## config.mk

```make
export PLATFORM = sky130hd
export DESIGN_NAME = brg_ctrl
export DESIGN_NICKNAME = d
export VERILOG_FILES = /design/src/rtl/brg_pkg.sv /design/src/rtl/brg_link_request_line_rx.sv /design/src/rtl/brg_ctrl.sv
export SDC_FILE = /design/constraint.sdc
export NUM_CORES = 1
export LEC_CHECK = 0
export BUFFER_PORTS_ARGS = -buffer_cell sky130_fd_sc_hd__buf_2
export CORE_UTILIZATION = 32
export DETAILED_ROUTE_END_ITERATION = 6
export GPL_ROUTABILITY_DRIVEN = 0
export PLACE_DENSITY = 0.56
export REMOVE_ABC_BUFFERS = 1
export SYNTH_ARGS = -nofsm -noshare
export SYNTH_HDL_FRONTEND = slang
export SYNTH_SLANG_ARGS = --single-unit
```

## constraint.sdc

```tcl
create_clock -name CORE_CLK -period 2.51 [get_ports CORE_CLK]
set_input_delay 0.3765 -clock CORE_CLK [delete_from_list [all_inputs] [get_ports CORE_CLK]]
set_output_delay 0.3765 -clock CORE_CLK [all_outputs]
set_load 0.1 [all_outputs]
```

## src/rtl/brg_pkg.sv

```systemverilog
package brg_pkg;
  // Register 1 layout (8 bits): root-holdoff at 7, request at 6, gap-count 5:0.
  localparam logic [3:0] BRG_REG1_ADDR     = 4'h1;
  localparam int         BRG_RHB_POS       = 7;
  localparam int         BRG_IBR_POS       = 6;
  localparam logic [5:0] BRG_GAP_MAX       = 6'h3f;
  localparam logic [5:0] BRG_GAP_RESET     = 6'h3f;
  localparam logic       BRG_RHB_RESET     = 1'b0;
  // Request stream lengths on the pin, start and stop bits included.
  localparam int         BRG_RD_LEN        = 9;
  localparam int         BRG_WR_LEN        = 17;
  localparam logic [2:0] BRG_TYPE_READ     = 3'h5;
  localparam logic [2:0] BRG_TYPE_WRITE    = 3'h6;
  localparam logic [4:0] BRG_RESET_CYCLES  = 5'h08;

  typedef struct packed {
    logic       valid;
    logic       root_holdoff_bit;
    logic [5:0] gap;
  } brg_cfg_t;

  typedef struct packed {
    logic       root_holdoff_bit;
    logic       bus_reset_request_bit;
    logic [5:0] gap;
  } brg_reg1_t;
endpackage : brg_pkg

```

## src/rtl/brg_link_request_line_rx.sv

```systemverilog
`timescale 1ns/100ps
// Deserialises register read and write requests from the link request line.
module brg_link_request_line_rx
  import brg_pkg::*;
(
  input  wire logic       clk,
  input  wire logic       rst,
  input  wire logic       link_request_line,
  output logic            wr_stb,
  output logic            rd_stb,
  output logic [3:0]      addr,
  output logic [7:0]      data
);
  logic [15:0] sh_q, sh_d;
  logic [4:0]  cnt_q, cnt_d;
  logic        busy_q, busy_d;
  logic        wr_d, rd_d;

  always_comb begin
    sh_d   = sh_q;
    cnt_d  = cnt_q;
    busy_d = busy_q;
    wr_d   = 1'b0;
    rd_d   = 1'b0;
    if (!busy_q) begin
      if (link_request_line) begin
        busy_d = 1'b1;
        cnt_d  = 5'h00;
        sh_d   = '0;
      end
    end else begin
      // The start bit is not counted, so the stop bit is the last one shifted in and a
      // start bit that follows it at once opens the next frame.
      sh_d  = {sh_q[14:0], link_request_line};
      cnt_d = cnt_q + 5'h01;
      if (cnt_d == 5'(BRG_RD_LEN - 1) && sh_d[7:5] == BRG_TYPE_READ) begin
        rd_d   = 1'b1;
        busy_d = 1'b0;
      end else if (cnt_d == 5'(BRG_WR_LEN - 1)) begin
        wr_d   = (sh_d[15:13] == BRG_TYPE_WRITE);
        busy_d = 1'b0;
      end
    end
  end

  always_ff @(posedge clk) begin
    if (rst) begin
      sh_q   <= '0;
      cnt_q  <= '0;
      busy_q <= 1'b0;
      wr_stb <= 1'b0;
      rd_stb <= 1'b0;
    end else begin
      sh_q   <= sh_d;
      cnt_q  <= cnt_d;
      busy_q <= busy_d;
      wr_stb <= wr_d;
      rd_stb <= rd_d;
    end
  end

  // Frame after start bit: type(3) addr(4) data(8) stop(1); a read has no data.
  assign addr = wr_stb ? sh_q[12:9] : sh_q[4:1];
  assign data = sh_q[8:1];
endmodule : brg_link_request_line_rx

```

## src/rtl/brg_ctrl.sv

```systemverilog
`timescale 1ns/100ps
// Notes on behaviour
// - Writing one to the request bit starts a bus reset and initialization.
// - Request, root-holdoff and gap-count share register 1; each write sets all.
// - Sent or received config packets load root-holdoff and gap-count.
// - Two bus resets without a gap-count update force gap-count to 63.
// - A reset started by a register 1 write keeps that write's gap-count.
// - After sending a config packet its values are readable in register 1.
module brg_ctrl
  import brg_pkg::*;
(
  input  wire logic           CORE_CLK,
  input  wire logic           RESET,
  input  wire logic           LINK_REQUEST_LINE,
  input  wire brg_pkg::brg_cfg_t CFG_TX,
  input  wire brg_pkg::brg_cfg_t CFG_RX,
  input  wire logic           BUS_RESET_SEEN,
  output logic                BUS_RESET_START,
  output logic                BUS_RESET_ACTIVE,
  output logic                READ_VALID,
  output logic [7:0]          READ_DATA,
  output logic                ROOT_HOLDOFF,
  output logic [5:0]          GAP_COUNT
);
  import brg_pkg::*;

  logic       link_request_line_s1_q, link_request_line_s2_q;
  logic       wr_stb, rd_stb;
  logic [3:0] rq_addr;
  logic [7:0] rq_data;
  brg_reg1_t  wdat;
  logic       reg1_wr;

  logic       rhb_q, rhb_d;
  logic [5:0] gap_q, gap_d;
  logic       upd_q, upd_d;
  logic       start_q, start_d;
  logic [4:0] rcnt_q, rcnt_d;
  logic       act_q, act_d;
  logic       rv_q, rv_d;
  logic [7:0] rdat_q, rdat_d;
  logic       reset_evt;

  // The link request pin is asynchronous to this clock.
  always_ff @(posedge CORE_CLK) begin
    if (RESET) begin
      link_request_line_s1_q <= 1'b0;
      link_request_line_s2_q <= 1'b0;
    end else begin
      link_request_line_s1_q <= LINK_REQUEST_LINE;
      link_request_line_s2_q <= link_request_line_s1_q;
    end
  end

  brg_link_request_line_rx u_rx (
    .clk    (CORE_CLK),
    .rst    (RESET),
    .link_request_line   (link_request_line_s2_q),
    .wr_stb (wr_stb),
    .rd_stb (rd_stb),
    .addr   (rq_addr),
    .data   (rq_data)
  );

  assign wdat      = brg_reg1_t'(rq_data);
  assign reg1_wr   = wr_stb && (rq_addr == BRG_REG1_ADDR);
  assign reset_evt = BUS_RESET_SEEN || start_q;

  always_comb begin
    rhb_d   = rhb_q;
    gap_d   = gap_q;
    upd_d   = upd_q;
    start_d = 1'b0;
    rcnt_d  = (rcnt_q != 5'h00) ? rcnt_q - 5'h01 : rcnt_q;
    // A reset with no update since the previous one forces the maximum gap.
    if (reset_evt) begin
      if (!upd_q) begin
        gap_d = BRG_GAP_MAX;
      end
      upd_d = 1'b0;
    end
    // Loads come after the reset check so an update in the same cycle wins.
    if (CFG_RX.valid || CFG_TX.valid) begin
      rhb_d = CFG_TX.valid ? CFG_TX.root_holdoff_bit : CFG_RX.root_holdoff_bit;
      gap_d = CFG_TX.valid ? CFG_TX.gap : CFG_RX.gap;
      upd_d = 1'b1;
    end
    if (reg1_wr) begin
      rhb_d = wdat.root_holdoff_bit;
      gap_d = wdat.gap;
      // The write's own reset must not discard the value just loaded.
      upd_d = 1'b1;
      if (wdat.bus_reset_request_bit) begin
        start_d = 1'b1;
        rcnt_d  = BRG_RESET_CYCLES;
      end
    end
    act_d = (rcnt_d != 5'h00);
  end

  always_ff @(posedge CORE_CLK) begin
    if (RESET) begin
      rhb_q   <= BRG_RHB_RESET;
      gap_q   <= BRG_GAP_RESET;
      upd_q   <= 1'b0;
      start_q <= 1'b0;
      rcnt_q  <= '0;
      act_q   <= 1'b0;
    end else begin
      rhb_q   <= rhb_d;
      gap_q   <= gap_d;
      upd_q   <= upd_d;
      start_q <= start_d;
      rcnt_q  <= rcnt_d;
      act_q   <= act_d;
    end
  end

  // The request bit is self-clearing and always reads back as zero.
  always_comb begin
    rv_d   = rd_stb;
    rdat_d = rdat_q;
    if (rd_stb) begin
      rdat_d = (rq_addr == BRG_REG1_ADDR) ? {rhb_q, 1'b0, gap_q} : 8'h00;
    end
  end

  always_ff @(posedge CORE_CLK) begin
    if (RESET) begin
      rv_q   <= 1'b0;
      rdat_q <= 8'h00;
    end else begin
      rv_q   <= rv_d;
      rdat_q <= rdat_d;
    end
  end

  assign BUS_RESET_START  = start_q;
  assign BUS_RESET_ACTIVE = act_q;
  assign READ_VALID       = rv_q;
  assign READ_DATA        = rdat_q;
  assign ROOT_HOLDOFF     = rhb_q;
  assign GAP_COUNT        = gap_q;

  ibr_start_a: assert property (@(posedge CORE_CLK) disable iff (RESET)
    reg1_wr && wdat.bus_reset_request_bit |=> BUS_RESET_START ##1 BUS_RESET_ACTIVE)
    else $error("Request bit write did not start a bus reset.");
  reg_write_a: assert property (@(posedge CORE_CLK) disable iff (RESET)
    reg1_wr |=> GAP_COUNT == $past(wdat.gap) && ROOT_HOLDOFF == $past(wdat.root_holdoff_bit))
    else $error("Register 1 write did not load both fields.");
  cfg_load_a: assert property (@(posedge CORE_CLK) disable iff (RESET)
    !reg1_wr && CFG_RX.valid && !CFG_TX.valid |=> GAP_COUNT == $past(CFG_RX.gap))
    else $error("Received config packet not loaded.");
  tx_load_a: assert property (@(posedge CORE_CLK) disable iff (RESET)
    !reg1_wr && CFG_TX.valid |=> GAP_COUNT == $past(CFG_TX.gap) && ROOT_HOLDOFF == $past(CFG_TX.root_holdoff_bit))
    else $error("Sent config packet not held in register 1.");
  gap_force_a: assert property (@(posedge CORE_CLK) disable iff (RESET)
    reset_evt && !upd_q && !reg1_wr && !CFG_RX.valid && !CFG_TX.valid |=> GAP_COUNT == 6'h3f)
    else $error("Gap-count not forced to 63.");
  gap_keep_a: assert property (@(posedge CORE_CLK) disable iff (RESET)
    (reg1_wr && wdat.bus_reset_request_bit && !CFG_RX.valid && !CFG_TX.valid && !BUS_RESET_SEEN)
      ##1 (!reg1_wr && !CFG_RX.valid && !CFG_TX.valid) |=> GAP_COUNT == $past(wdat.gap, 2))
    else $error("Own bus reset reverted the written gap-count.");
  upd_flag_a: assert property (@(posedge CORE_CLK) disable iff (RESET)
    reset_evt && !reg1_wr && !CFG_RX.valid && !CFG_TX.valid |=> !upd_q)
    else $error("Update flag not cleared by bus reset.");
  read_back_a: assert property (@(posedge CORE_CLK) disable iff (RESET)
    rd_stb && rq_addr == BRG_REG1_ADDR |=> READ_VALID && READ_DATA[5:0] == $past(gap_q))
    else $error("Register 1 read returned wrong gap-count.");
endmodule : brg_ctrl

```

==> qor.csv <==
stage,metric,value,unit
timing,clock_skew,0.00870,ns
timing,finalHoldViolations,0,
worst_setup_path,path_class,flip-flop to flip-flop,
synthesis,yosysWarnings,0,
route,first_pass_iters,4,
timing,fin_ws,0.707,ns
worst_setup_path,reg2reg_setup_slack,0.71,ns
clock_tree,cts_buffers,5,
global_route,grt_max_degree,30,
worst_setup_path,cp.buffers_inverters,0,
synthesis,synth_area_per_cell,9.50,sq um
timing,worst_hold_slack,0.286,ns
clock_tree,cts_tree,done,
clock_tree,h-tree-depth,2,
timing,finalSetupViolCount,0,
timing,relSlewSlack,61.2,%
route,ant_nets,0,
timing,tns,0,ns
flow_run,maxCapViolCount,0,
worst_setup_path,worstPathMaxFanout,4,
synthesis,yosysSeqAreaShare,47.1,%
cells_and_area,area_delta_synth_final,15.7,%
floorplan,die_h,81.9,microns
worst_hold_path,min_from,LINK_REQUEST_LINE,
timing,rsz0062_at_grt,false,
worst_setup_path,r2r_end,u_rx.busy_q$_SDFF_PP0_,
worst_setup_path,slowest_stage,or4_1,
worst_hold_path,hold_path_end,link_request_line_s1_q$_SDFF_PP0_,
floorplan,die_x,81.9,microns
route,drt-initial-drc-count,42,
power,leakagePower,0.997,nW
cells_and_area,n_fill_cell,640,
global_route,antenna_found_initial,0,
route,vias_per_cell,4.77,
floorplan,ios,38,
worst_hold_path,min_path_cells,2,
timing,tightest_slew,0.581,ns
worst_setup_path,crit_chain,ha_1 > nand3_1 > xnor2_1 > or4_1 > a31o_2,
clock_tree,numClockSinks,48,
route,drc_errors,0,
cells_and_area,drive_above_1_share,21.7,%
worst_setup_path,arrival,2.00,ns
timing,fin_crit,1.80,ns
global_route,grtUsageTotal,13.6,%
place,place_ws,0.718,ns
synthesis,yosys.area.top_type,dfxtp_1,
floorplan,core_area,0.00603,sq mm
clock_tree,cts_max_path_buffers,2,
worst_setup_path,cp-end-kind,flip-flop,
floorplan,rows,28,
synthesis,synth_area_leaders,"dfxtp_1 (47%), a22o_1 (5.6%), mux2i_1 (3.9%)",
clock_tree,hold_buffers,0,
timing,fmax,555,MHz
global_route,grt_pass1_wl,6.86,mm
synthesis,syn_area,0.00204,sq mm
synthesis,synth_seq_cells,48,
worst_setup_path,cp-start-kind,flip-flop,
route,wirelength,4.13,mm
place,io_buffers,36,
clock_tree,cts_root_buf,clkbuf_8,
clock_tree,cts_resized,0,
synthesis,synth_flop_cell,dfxtp_1,
route,avgRoutedWirePerCell,12.7,microns
worst_hold_path,min_path_type,input pin to flip-flop,
global_route,grt_pass1_vias,1467,
synthesis,synth_top_area_share,47.1,%
timing,period_share,71.8,%
power,powerDensity,744,mW/mm^2
cells_and_area,n_antenna_cell,0,
clock_tree,post-cts-setup-buffers,0,
synthesis,synth_edf_count,0,
synthesis,synth_cell_types,46,
worst_setup_path,r2r_start,u_rx.cnt_q[0]$_SDFFE_PP0P_,
floorplan,initial_utilization,33.9,%
timing,drv_slew,0,
worst_setup_path,required,2.71,ns
global_route,gr-total-overflow,0,
worst_setup_path,rr_worst_depth,5,
worst_setup_path,cp_top_family,simple AND/OR/NAND/NOR gates,
floorplan,die_area,0.00670,sq mm
clock_tree,clk_latency,0.30,ns
place,dp_cells,316,
cells_and_area,fin_cells,324,
run_status,status,finished clean,
cells_and_area,final_nets,271,
worst_setup_path,cpPeakStageDelay,0.51,ns
synthesis,syn_inst,215,
synthesis,synthArstFlopShare,0,%
route,vias,1547,
power,max-vdd-ir-drop,0.000298,V
clock_tree,path_clk_slew,0.08,ns
place,hpwl,2.94,mm
==> area by class of cell <==
cell class | instances | area (sq um) | share of cell area [%]
Timing Repair Buffer | 40 | 210 | 8.90
Inverter | 11 | 41.3 | 1.75
Multi-Input combinational cell | 142 | 958 | 40.6
Tap cell | 75 | 93.8 | 3.97
Sequential cell | 48 | 961 | 40.7
Clock inverter | 2 | 15.0 | 0.636
Clock buffer | 6 | 82.6 | 3.50
==> flip-flops by register name, summed over array words and instances, names as in the netlist <==
name	cells
BUS_RESET_ACTIVE	1
BUS_RESET_START	1
GAP_COUNT	6
READ_DATA	7
READ_VALID	1
ROOT_HOLDOFF	1
link_request_line_s1_q	1
link_request_line_s2_q	1
rcnt_q	5
u_rx.busy_q	1
u_rx.cnt_q	5
u_rx.rd_stb	1
u_rx.sh_q	15
u_rx.wr_stb	1
upd_q	1
==> cell usage after synthesis (all sizes together), types with 3 or more instances <==
library cell / instances
a21oi: 11
a22o: 14
a2bb2oi: 6
a31oi: 3
buf: 7
clkbuf: 7
dfxtp: 48
ha: 3
inv: 11
mux2i: 8
nand2: 10
nand2b: 9
nand3: 3
nor2: 18
nor2b: 8
o211ai: 7
o21ai: 5
o21bai: 6
xnor2: 3
==> cell families (layout without fill, tap and decap cells) <==
logic type / count (synthesis) / after routing / share of synthesized area (%)
multiplexers: 10 / 10 / 5.02
other: 1 / 1 / 0.184
XOR/XNOR: 4 / 4 / 1.72
AND/OR/NAND/NOR: 66 / 66 / 17.5
flip-flops: 48 / 48 / 47.1
AO/OA/AOI/OAI: 58 / 58 / 20.7
buffers and inverters: 25 / 59 / 6.01
adder cells (fa/ha/maj): 3 / 3 / 1.84
==> placed cells by master (no fill, tap or decap), types with 2 or more instances in the layout <==
cell        count
a21oi_1        11
a22o_1         13
a2bb2oi_1       6
a31oi_1         3
buf_2          36
buf_4           4
clkbuf_8        6
clkinvlp_4      2
dfxtp_1        48
ha_1            3
inv_1          11
mux2_2          2
mux2i_1         8
nand2_1        10
nand2b_1        9
nand3_1         3
nand3b_1        2
nor2_1         18
nor2b_1         8
nor3_1          2
nor3b_1         2
o211ai_1        7
o21ai_0         5
o21bai_1        6
xnor2_1         3
==> where the power goes <==
| part | internal (W) | switching, W | total, W |
|---|---|---|---|
| combinational | 0.000165 | 0.000268 | 0.000433 |
| clock | 0.000223 | 0.000259 | 0.000482 |
| sequential | 0.000807 | 0.0000367 | 0.000843 |
| total | 0.00120 | 0.000563 | 0.00176 |
==> how the worst max path moves through the flow <==
stage / start / endpoint / slack, ns / cells after the start
finish: u_rx.cnt_q[0]$_SDFFE_PP0P_ / u_rx.busy_q$_SDFF_PP0_ / 0.71 / 5
global route: u_rx.cnt_q[0]$_SDFFE_PP0P_ / u_rx.busy_q$_SDFF_PP0_ / 0.62 / 5
CTS: u_rx.cnt_q[0]$_SDFFE_PP0P_ / u_rx.busy_q$_SDFF_PP0_ / 0.71 / 5
detailed placement: u_rx.cnt_q[0]$_SDFFE_PP0P_ / u_rx.busy_q$_SDFF_PP0_ / 0.72 / 5
global placement: u_rx.cnt_q[0]$_SDFFE_PP0P_ / u_rx.busy_q$_SDFF_PP0_ / 0.80 / 5
floorplan: BUS_RESET_START$_SDFF_PP0_ / GAP_COUNT[5]$_SDFFE_PP1P_ / 0.79 / 4
==> stage by stage <==
| stage | cell area [sq um] | total power (W) | utilization [%] |
|---|---|---|---|
| 2_1_floorplan | 1960 | 0.00120 | - |
| 3_3_place_gp | 2260 | 0.00129 | 37.6 |
| 3_5_place_dp | 2260 | 0.00130 | 37.6 |
| 4_1_cts | 2360 | 0.00178 | 39.2 |
| 5_1_grt | 2360 | 0.00186 | 39.2 |
| 6_report | 2360 | 0.00176 | 39.2 |
==> routing by layer <==
metal	wire length [microns]	track usage (%)	part of all wire, %
met1	2090	17.5	51
met2	1760	21.4	43
met3	219	3.67	5.3
met4	57	5.26	1.4
met5	0	0	0
Note: power is estimated with default switching activity, not from simulation.
